### config.mk
export PLATFORM = sky130hd
export DESIGN_NAME = phy_mode_config_regs
export DESIGN_NICKNAME = d
export VERILOG_FILES = /design/src/rtl/phy_mode_pkg.sv /design/src/rtl/phy_mode_config_regs.sv
export SDC_FILE = /design/constraint.sdc
export NUM_CORES = 1
export LEC_CHECK = 0
export ABC_AREA = 1
export BUFFER_PORTS_ARGS = -buffer_cell sky130_fd_sc_hd__buf_2
export CORE_UTILIZATION = 52
export CTS_CLUSTER_SIZE = 28
export DETAILED_ROUTE_END_ITERATION = 16
export GPL_TIMING_DRIVEN = 0
export HOLD_SLACK_MARGIN = 0.08
export MAX_ROUTING_LAYER = met4
export PLACE_DENSITY = 0.86
export SYNTH_ARGS = -nofsm -noshare
export SYNTH_HDL_FRONTEND = slang
export SYNTH_SLANG_ARGS = --single-unit
### constraint.sdc
create_clock -name clock -period 2 [get_ports clock]
set_input_delay 0.4 -clock clock [delete_from_list [all_inputs] [get_ports clock]]
set_output_delay 0.4 -clock clock [all_outputs]
set_load 0.02 [all_outputs]
### src/rtl/phy_mode_pkg.sv
package phy_mode_pkg;

    // ------------------------------------------------------------
    // Register indices (MII management register numbers)
    // ------------------------------------------------------------
    localparam logic [4:0] REG_MODE_CTRL_STAT = 5'h11;
    localparam logic [4:0] REG_SPECIAL_MODES = 5'h12;

    // ------------------------------------------------------------
    // Field positions
    // ------------------------------------------------------------
    localparam int EDPD_EN_BIT = 13;
    localparam int ENERGY_BIT = 1;
    localparam int MODE_LSB = 5;
    localparam int ADDR_LSB = 0;

    // ------------------------------------------------------------
    // Operating mode codes
    // ------------------------------------------------------------
    localparam logic [2:0] MODE_10_HD = 3'h0;
    localparam logic [2:0] MODE_10_FD = 3'h1;
    localparam logic [2:0] MODE_100_HD = 3'h2;
    localparam logic [2:0] MODE_100_FD = 3'h3;
    localparam logic [2:0] MODE_PWR_DOWN = 3'h6;
    localparam logic [2:0] MODE_ALL_CAP = 3'h7;

    // ------------------------------------------------------------
    // Reset values
    // ------------------------------------------------------------
    localparam logic RST_EDPD_EN = 1'b0;
    localparam logic RST_ENERGY = 1'b1;
    localparam logic [15:0] RST_ZERO = 16'h0000;

    // ------------------------------------------------------------
    // Timing
    // ------------------------------------------------------------
    localparam int CLK_HZ = 25_000_000;
    localparam int ENERGY_TIMEOUT_MS = 256;
    localparam int ENERGY_TIMEOUT_CYC = CLK_HZ / 1000 * ENERGY_TIMEOUT_MS;

    // Management access request
    typedef struct packed {
        logic valid;
        logic write;
        logic [4:0] phy_addr;
        logic [4:0] reg_addr;
        logic [15:0] wdata;
    } mgmt_req_s;

    // Strap set for one PHY
    typedef struct packed {
        logic autoneg;
        logic speed;
        logic duplex;
        logic [4:0] addr;
    } straps_s;

    // Decoded operating mode
    typedef struct packed {
        logic power_down;
        logic autoneg_en;
        logic speed_100;
        logic full_duplex;
        logic crs_on_tx;
    } mode_dec_s;

endpackage

### src/rtl/phy_mode_config_regs.sv
// What this block does
// - Bit 13 enables energy-detect power-down, resets zero
// - Energy flag clears after 256ms without energy
// - Energy flag kept by soft reset, hardware sets
// - Bits 7:5 hold reset-selected operating mode
// - Port 1 external mode defaults to power-down
// - Autoneg strap one defaults mode to 111
// - Else mode is zero, speed, duplex straps
// - Straps captured at chip reset release
// - Bits 4:0 address; answer only that address
// - Address also seeds transmit scrambler key
// - Written address accepted without duplicate check
// - Address default comes from address strap
// - Sticky fields reset only by port PHY reset or chip reset
// - Loader rewrites special modes after reset/reload
// - Codes 000/001 select 10BASE-T half/full
// - Codes 010/011 select 100BASE-TX, CRS differs
// - 110 power-down, 111 all-capable, 100/101 reserved
`timescale 1ns/1ns

module phy_mode_config_regs #(
    parameter int TIMEOUT_CYC = phy_mode_pkg::ENERGY_TIMEOUT_CYC,
    parameter bit IS_PORT1 = 1'b1
) (
    input wire logic clock,
    input wire logic rst_n,
    input wire logic soft_reset,
    input wire logic port_phy_reset,
    input wire logic ext_mode_port1,
    input wire phy_mode_pkg::straps_s straps_raw,
    input wire logic energy_raw,
    input wire phy_mode_pkg::mgmt_req_s mgmt_req,
    input wire logic loader_write,
    input wire logic [15:0] loader_data,
    output logic mgmt_ack,
    output logic [15:0] mgmt_rdata,
    output logic low_power,
    output logic [4:0] scrambler_key,
    output phy_mode_pkg::mode_dec_s mode_dec
);

    if (TIMEOUT_CYC < 2) begin : g_bad_timeout
        $error("TIMEOUT_CYC too small");
    end

    // ------------------------------------------------------------
    // Input synchronisers
    // ------------------------------------------------------------
    // First stages are read only by second stages
    logic energy_s1_r;
    logic energy_s2_r;
    phy_mode_pkg::straps_s straps_s1_r;
    phy_mode_pkg::straps_s straps_s2_r;
    logic ext_s1_r;
    logic ext_s2_r;

    always_ff @(posedge clock) begin
        energy_s1_r <= energy_raw;
        energy_s2_r <= energy_s1_r;
        straps_s1_r <= straps_raw;
        straps_s2_r <= straps_s1_r;
        ext_s1_r <= ext_mode_port1;
        ext_s2_r <= ext_s1_r;
    end

    // ------------------------------------------------------------
    // Strap capture at reset release
    // ------------------------------------------------------------
    logic in_reset_r;
    phy_mode_pkg::straps_s straps_lat_r;
    logic ext_lat_r;

    // Captured on first edge after release; reset itself loads nothing
    wire capture = in_reset_r && rst_n;

    always_ff @(posedge clock) begin
        if (!rst_n) begin
            in_reset_r <= 1'b1;
        end else begin
            in_reset_r <= 1'b0;
        end
    end

    always_ff @(posedge clock) begin
        if (capture) begin
            straps_lat_r <= straps_s2_r;
            ext_lat_r <= ext_s2_r;
        end
    end

    // ------------------------------------------------------------
    // Default mode and address
    // ------------------------------------------------------------
    wire phy_mode_pkg::straps_s st = capture ? straps_s2_r : straps_lat_r;
    wire ext_now = capture ? ext_s2_r : ext_lat_r;
    wire [2:0] man_mode = {1'b0, st.speed, st.duplex};
    wire [2:0] strap_mode = st.autoneg ? phy_mode_pkg::MODE_ALL_CAP
                                       : man_mode;
    wire [2:0] dflt_mode = (IS_PORT1 && ext_now)
                           ? phy_mode_pkg::MODE_PWR_DOWN
                           : strap_mode;
    wire [4:0] dflt_addr = st.addr;

    // ------------------------------------------------------------
    // Management decode
    // ------------------------------------------------------------
    logic edpd_en_r;
    logic energy_r;
    logic [2:0] mode_r;
    logic [4:0] addr_r;
    logic [$clog2(TIMEOUT_CYC)-1:0] quiet_cnt_r;

    wire addr_hit = mgmt_req.valid && (mgmt_req.phy_addr == addr_r);
    wire sel_mcs = mgmt_req.reg_addr == phy_mode_pkg::REG_MODE_CTRL_STAT;
    wire sel_spm = mgmt_req.reg_addr == phy_mode_pkg::REG_SPECIAL_MODES;
    wire wr_mcs = addr_hit && mgmt_req.write && sel_mcs;
    wire wr_spm = addr_hit && mgmt_req.write && sel_spm;
    wire sticky_rst = port_phy_reset || capture;

    wire [15:0] mcs_val = (16'h0001 << phy_mode_pkg::EDPD_EN_BIT)
                          & {16{edpd_en_r}}
                        | (16'h0001 << phy_mode_pkg::ENERGY_BIT)
                          & {16{energy_r}};
    wire [15:0] spm_val = {8'h00, mode_r, addr_r};
    wire [15:0] rd_val = sel_mcs ? mcs_val
                       : sel_spm ? spm_val
                       : phy_mode_pkg::RST_ZERO;

    // Handshake output may be combinational
    assign mgmt_ack = addr_hit;

    always_ff @(posedge clock) begin
        if (!rst_n) begin
            mgmt_rdata <= phy_mode_pkg::RST_ZERO;
        end else if (addr_hit && !mgmt_req.write) begin
            mgmt_rdata <= rd_val;
        end
    end

    // ------------------------------------------------------------
    // Mode control/status register
    // ------------------------------------------------------------
    always_ff @(posedge clock) begin
        if (!rst_n || soft_reset) begin
            edpd_en_r <= phy_mode_pkg::RST_EDPD_EN;
        end else if (wr_mcs) begin
            edpd_en_r <= mgmt_req.wdata[phy_mode_pkg::EDPD_EN_BIT];
        end
    end

    wire quiet_done = quiet_cnt_r ==
                      ($clog2(TIMEOUT_CYC))'(TIMEOUT_CYC - 1);

    // Soft reset is not a term here: flag survives it
    always_ff @(posedge clock) begin
        if (!rst_n) begin
            energy_r <= phy_mode_pkg::RST_ENERGY;
            quiet_cnt_r <= '0;
        end else if (energy_s2_r) begin
            energy_r <= 1'b1;
            quiet_cnt_r <= '0;
        end else if (quiet_done) begin
            energy_r <= 1'b0;
        end else begin
            quiet_cnt_r <= quiet_cnt_r + 1'b1;
        end
    end

    // Leaves low power as soon as the flag rises
    always_ff @(posedge clock) begin
        if (!rst_n) begin
            low_power <= 1'b0;
        end else begin
            low_power <= edpd_en_r && !energy_r
                         && !energy_s2_r;
        end
    end

    // ------------------------------------------------------------
    // Special modes register
    // ------------------------------------------------------------
    // No uniqueness check against other PHY addresses
    always_ff @(posedge clock) begin
        if (!rst_n) begin
            mode_r <= phy_mode_pkg::MODE_PWR_DOWN;
            addr_r <= 5'h00;
        end else if (sticky_rst) begin
            mode_r <= dflt_mode;
            addr_r <= dflt_addr;
        end else if (loader_write) begin
            mode_r <= loader_data[phy_mode_pkg::MODE_LSB +: 3];
            addr_r <= loader_data[phy_mode_pkg::ADDR_LSB +: 5];
        end else if (wr_spm) begin
            mode_r <= mgmt_req.wdata[phy_mode_pkg::MODE_LSB +: 3];
            addr_r <= mgmt_req.wdata[phy_mode_pkg::ADDR_LSB +: 5];
        end
    end

    assign scrambler_key = addr_r;

    // ------------------------------------------------------------
    // Mode decode
    // ------------------------------------------------------------
    always_comb begin
        mode_dec = '0;
        case (mode_r)
            phy_mode_pkg::MODE_10_HD: mode_dec.crs_on_tx = 1'b1;
            phy_mode_pkg::MODE_10_FD: mode_dec.full_duplex = 1'b1;
            phy_mode_pkg::MODE_100_HD: begin
                mode_dec.speed_100 = 1'b1;
                mode_dec.crs_on_tx = 1'b1;
            end
            phy_mode_pkg::MODE_100_FD: begin
                mode_dec.speed_100 = 1'b1;
                mode_dec.full_duplex = 1'b1;
            end
            phy_mode_pkg::MODE_PWR_DOWN: mode_dec.power_down = 1'b1;
            phy_mode_pkg::MODE_ALL_CAP: mode_dec.autoneg_en = 1'b1;
            default: mode_dec = '0; // Reserved codes act as nothing
        endcase
    end
endmodule // phy_mode_config_regs

== Word level (Yosys, flattened, before mapping) ==
Index checks and enable logic that the tools add are counted.
Operators by class
  multiplexer cells: 18
  reduce and logical (&&, ||, !) cells: 20
  bitwise logic cells: 2
  add/sub/neg operators: 1
  equal/unequal tests: 9
Operators by type and width (count)
  23-bit by 1-bit adder with 23-bit output (second input constant): 1
  23-bit == test (second input constant): 1
  8-bit 2-to-1 mux: 2
  3-bit 2-to-1 mux: 5
  5-bit 2-to-1 mux: 3
  14-bit 2-to-1 mux: 1
  14-bit by 2-bit bitwise OR with 14-bit output: 1
  5-bit == test (second input constant): 2
  1-bit logical AND: 8
  2-bit OR reduction: 4
  1-bit 2-to-1 mux: 7
  3-bit by 2-bit == test with 1-bit output (second input constant): 2
  3-bit == test (second input constant): 2
  5-bit == test: 1
  1-bit logical NOT: 4
  3-bit by 1-bit == test with 1-bit output (second input constant): 1
  3-bit logical NOT: 1
  3-bit nonzero test: 1
  1-bit logical OR: 2
  1-bit NOT: 1
Storage, ports and cells
  input port bits: 59
  bits in registers: 80
  logic and storage cells: 75
  output and inout bits: 28

== Depth between registers and ports, before layout ==
  depth in word-level cells: 7
  depth in mapped cells: 11
  mapped depth without buffers: 11

== Least setup slack after synthesis ==
No wires, ideal clock.
  path kind: reg-to-reg
  start point: register addr_r[3] (netlist: scrambler_key[3])
  end point: register mode_r[0]
  required time: 1.885 ns
  clock period less this slack: 1.595 ns
  cell stages (with the launch flop): 11
  data arrival time: 1.480 ns
  setup time: 0.115 ns
  slack: 0.405 ns
  buffers on the path: 1
  cells stage by stage: dfxtp_1 inv_1 nand2_1 nand2_1 nor2_1 nand2_1 nor2_4 nand3_4 buf_6 a21oi_1 nor2_1
Between the ends
  cells in the longest elaborated chain, start to end: 5
Ends and longest elaborated chain
  start, declared: line phy_mode_config_regs.sv:110  | logic [4:0] addr_r;
  start signal, assigned: line phy_mode_config_regs.sv:189  | addr_r <= dflt_addr;
  start signal, assigned: line phy_mode_config_regs.sv:192  | addr_r <= loader_data[phy_mode_pkg::ADDR_LSB +: 5];
  start signal, assigned: line phy_mode_config_regs.sv:195  | addr_r <= mgmt_req.wdata[phy_mode_pkg::ADDR_LSB +: 5];
  5-bit == test: line phy_mode_config_regs.sv:113  | wire addr_hit = mgmt_req.valid && (mgmt_req.phy_addr == addr_r);
  1-bit logical AND: line phy_mode_config_regs.sv:113
  via mgmt_ack: line phy_mode_config_regs.sv:35  | output logic mgmt_ack,
  1-bit logical AND (2 in a row): line phy_mode_config_regs.sv:117  | wire wr_spm = addr_hit && mgmt_req.write && sel_spm;
  3-bit nonzero test (no source line)
  end signal, assigned: line phy_mode_config_regs.sv:185  | mode_r <= phy_mode_pkg::MODE_PWR_DOWN;
  end signal, assigned: line phy_mode_config_regs.sv:188  | mode_r <= dflt_mode;
  end signal, assigned: line phy_mode_config_regs.sv:191  | mode_r <= loader_data[phy_mode_pkg::MODE_LSB +: 3];
  end, declared: line phy_mode_config_regs.sv:109  | logic [2:0] mode_r;
The timed path passes the listed nets, and every way through them passes these cells.
A chain may end at the register's enable or synchronous reset.

== Worst setup path after layout ==
  start point: register addr_r[3] (netlist: scrambler_key[3])
  end point: output mgmt_ack
Between the ends
  cells in the longest elaborated chain, start to end: 2
Ends and longest elaborated chain (line)
  5-bit == test: phy_mode_config_regs.sv:113
  1-bit logical AND: phy_mode_config_regs.sv:113
  end, declared: phy_mode_config_regs.sv:35
Every way passes these cells.

==> out/results.ini <==
[timing]
finalCritPeriodShare_pct = 91.8
fmax_mhz = 545
slew_headroom_pct = 63.7
hold_viol = 0
fin_tns_setup_ns = 0
final-max-slew-violation-count = 0
clock_skew_ns = 0.0150
setup_violations = 0
tightest_slew_ns = 0.542
period_needed_ns = 1.84

[pwr]
power.share.switching_pct = 27.3
p_int_uw = 2240
power_density_nw_per_um2 = 785
power.switching_uw = 843
pwr-share-comb_pct = 10.3
leakage_uw = 0.00174
pwr-share-clk_pct = 39.4
peakVddDrop_mv = 0.771
seq_power_share_pct = 50.3

[placement]
placed_cell_area_um2 = 3710
port_buffers = 64
globalplace.congestion = 0.963
hpwlAfterDp_um = 5570

[floorplanning]
dieArea_um2 = 6620
dieWidth_um = 81.4
initial_core_util_pct = 54.7
core_um2 = 5990
fp.dieH_um = 81.4
num_rows = 28
ios = 87

[grt]
grt_pass1_vias = 2732
grtUsageTotal_pct = 24.6
grt_max_degree = 16
antenna_found_initial = 0
gr-total-overflow = 0
grt_pass1_wl_um = 12000

[detailed_routing]
dr.pass1.iters = 5
remaining_drc_errors = 0
routed_wl_um = 7400
ant_nets = 0
vias = 3103
routed_via_density = 5.04
drtIter0Drc = 246
detail_route.wl_per_cell_um = 12.0

[synthesis]
netlist_area_um2 = 3270
ys_types = 37
synthesis.instances = 454
syn_avg_cell_area_um2 = 7.21
ys_ff_latch = 73
yosys_warnings = 0
seq_area_frac_synth_pct = 44.6

[final_layout]
area_growth_pct = 20.0
multiInputGateArea_um2 = 1520
antenna_cells = 0
drive_gt1_share_pct = 21.3
fin_area_um2 = 3930
ff_latch_area_um2 = 1460
fin_nets = 596
fillers = 510

[cts]
clock_latency_ns = 0.36
cts_sinks = 73
clockBufferDepth = 2
cts_buffers = 9
clk_pin_slew_ns = 0.09
tritoncts = built
ctsHoldBuffers = 0
root_buffer = clkbuf_8
cts_max_level = 3

[critical_path]
critPathCaptureType = primary output
required_ns = 1.60
crit_path_max_incr_delay_ns = 0.36
rr_worst_depth = 8
crit_slowest_cell = dfxtp_2
crit_chain = inv_1 > nand2_1 > nand2_1 > nor2_1 > nand2_1 > nor2_4 > buf_2
arrival_ns = 1.44
reg2reg_slack_ns = 0.17
path_max_fanout = 4
crit_type = register to primary output
reg2reg_from = quiet_cnt_r[0]
r2r-end = quiet_cnt_r[11]
cp_common_cell = nand2_1
cp-start-kind = register

[min_path]
min_from = straps_raw[2]
hold_path_end = straps_s1_r[2]
hold_path_depth = 1
hold_class = primary input to register

[run]
max-cap-violations = 0

[outcome]
outcome = finished clean

-- per-stage QoR --
stage	hold slack (ns)	cells	util [%]	setup slack [ns]	total power, uW
after floorplan	0.310	460	-	0.405	1790
after global placement	0.310	599	61.9	0.151	1890
after detailed placement	0.312	599	61.9	0.132	1900
after CTS	0.136	615	65.4	0.107	3100
after global routing	0.128	616	65.6	-0.00894	3200
final	0.142	616	65.6	0.164	3090
-- worst max path at each step --
| stage | end | start | cells past startpoint | slack, ns |
|---|---|---|---|---|
| finish | mgmt_ack | scrambler_key[3] | 7 | 0.16 |
| floorplan | mode_r[0] | scrambler_key[3] | 10 | 0.40 |
| detailed placement | quiet_cnt_r[1] | quiet_cnt_r[0] | 8 | 0.13 |
| global placement | quiet_cnt_r[11] | quiet_cnt_r[0] | 8 | 0.15 |
| global route | quiet_cnt_r[1] | quiet_cnt_r[0] | 8 | -0.009 |
| CTS | mgmt_ack | scrambler_key[3] | 7 | 0.11 |
-- worst max-delay path: cells and delay by family (launching register included) --
| family | cells | cell delay (ns) |
|---|---|---|
| DFF | 1 | 0.36 |
| buffers and inverters | 2 | 0.24 |
| and+or+nand+nor | 5 | 0.48 |
-- area by class of cell --
| type | instances | area share (%) |
|---|---|---|
| repair buffers | 65 | 8.34 |
| flip-flops and latches | 73 | 37.2 |
| inverters | 55 | 5.25 |
| clock buffers | 9 | 3.15 |
| multi-input cells | 315 | 38.6 |
| clock inverters | 7 | 2.13 |
| plain buffers | 17 | 2.96 |
| well taps | 75 | 2.39 |
-- timing repair --
action	4_1_cts	5_1_grt
resized for setup	0	3
endpoints found under the setup margin	0	4
buffers inserted	0	1
-- sequential cells by signal, summed over array words and instances, names as in the netlist, 3 cells and up --
register       flops
mgmt_rdata         9
mode_r             3
quiet_cnt_r       23
scrambler_key      5
straps_lat_r       8
straps_s1_r        8
straps_s2_r        8
-- power groups by stage --
stage | clock [uW] | sequential [uW] | combinational [uW]
6_report | 1220 | 1550 | 317
5_1_grt | 1280 | 1560 | 360
2_1_floorplan | 0 | 1590 | 197
3_5_place_dp | 0 | 1590 | 313
3_3_place_gp | 0 | 1580 | 304
4_1_cts | 1230 | 1550 | 316
-- cell usage in the layout, fill, tap and decap left out, types with 3 or more instances in the layout --
master	n
xor2_1	3
buf_4	9
nand4_1	9
buf_2	69
a21oi_1	31
nand3_1	30
clkbuf_8	9
inv_2	4
inv_1	50
nand2_1	119
xnor2_1	7
inv_6	3
nor3_1	15
nor2_1	44
dfxtp_1	72
o21ai_0	23
nand3_2	3
conb_1	7
-- cells in the mapped netlist --
library cell	instances	area share [%]
nand2_1	119	14
dfxtp_1	73	45
inv_1	50	5.7
nor2_1	44	5.0
a21oi_1	31	4.7
nand3_1	30	4.6
o21ai_0	24	3.7
nor3_1	15	2.3
nand4_1	9	1.7
buf_4	8	1.8
xnor2_1	7	1.9
buf_2	5	0.76
inv_2	4	0.46
nand3_2	3	0.92
xor2_1	3	0.80
buf_6	2	0.69
mux2i_1	2	0.61
nor2_2	2	0.38
nor2_4	2	0.69
nor3_2	2	0.61
o211ai_1	2	0.46
or2_0	2	0.38
a31oi_1	1	0.19
clkbuf_1	1	0.11
clkbuf_2	1	0.15
clkinv_1	1	0.11
conb_1	1	0.11
ha_1	1	0.38
nand2_2	1	0.19
nand3_4	1	0.54
nand3b_1	1	0.23
nand4_2	1	0.38
nor4_1	1	0.19
nor4b_1	1	0.27
o31ai_1	1	0.23
or2_1	1	0.19
or3_1	1	0.19
-- routing by layer --
| layer | vias to the layer above | GRT usage, % | wire length (um) |
|---|---|---|---|
| met5 | - | - | 0 |
| met4 | 0 | 9.64 | 99 |
| met3 | 10 | 5.51 | 439 |
| met2 | 118 | 38.2 | 3410 |
| met1 | 1365 | 30.9 | 3460 |
| li1 | 1610 | - | - |
-- logic make-up after synthesis --
group,after synthesis,synth area share (%)
simple gates,236,32.4
xor+xnor,10,2.68
other cells,1,0.115
flops,73,44.6
mux,2,0.611
fa+ha+maj,1,0.382
buf+inv,72,9.86
compound gates,59,9.29
Note: power is estimated with default switching activity, not from simulation.
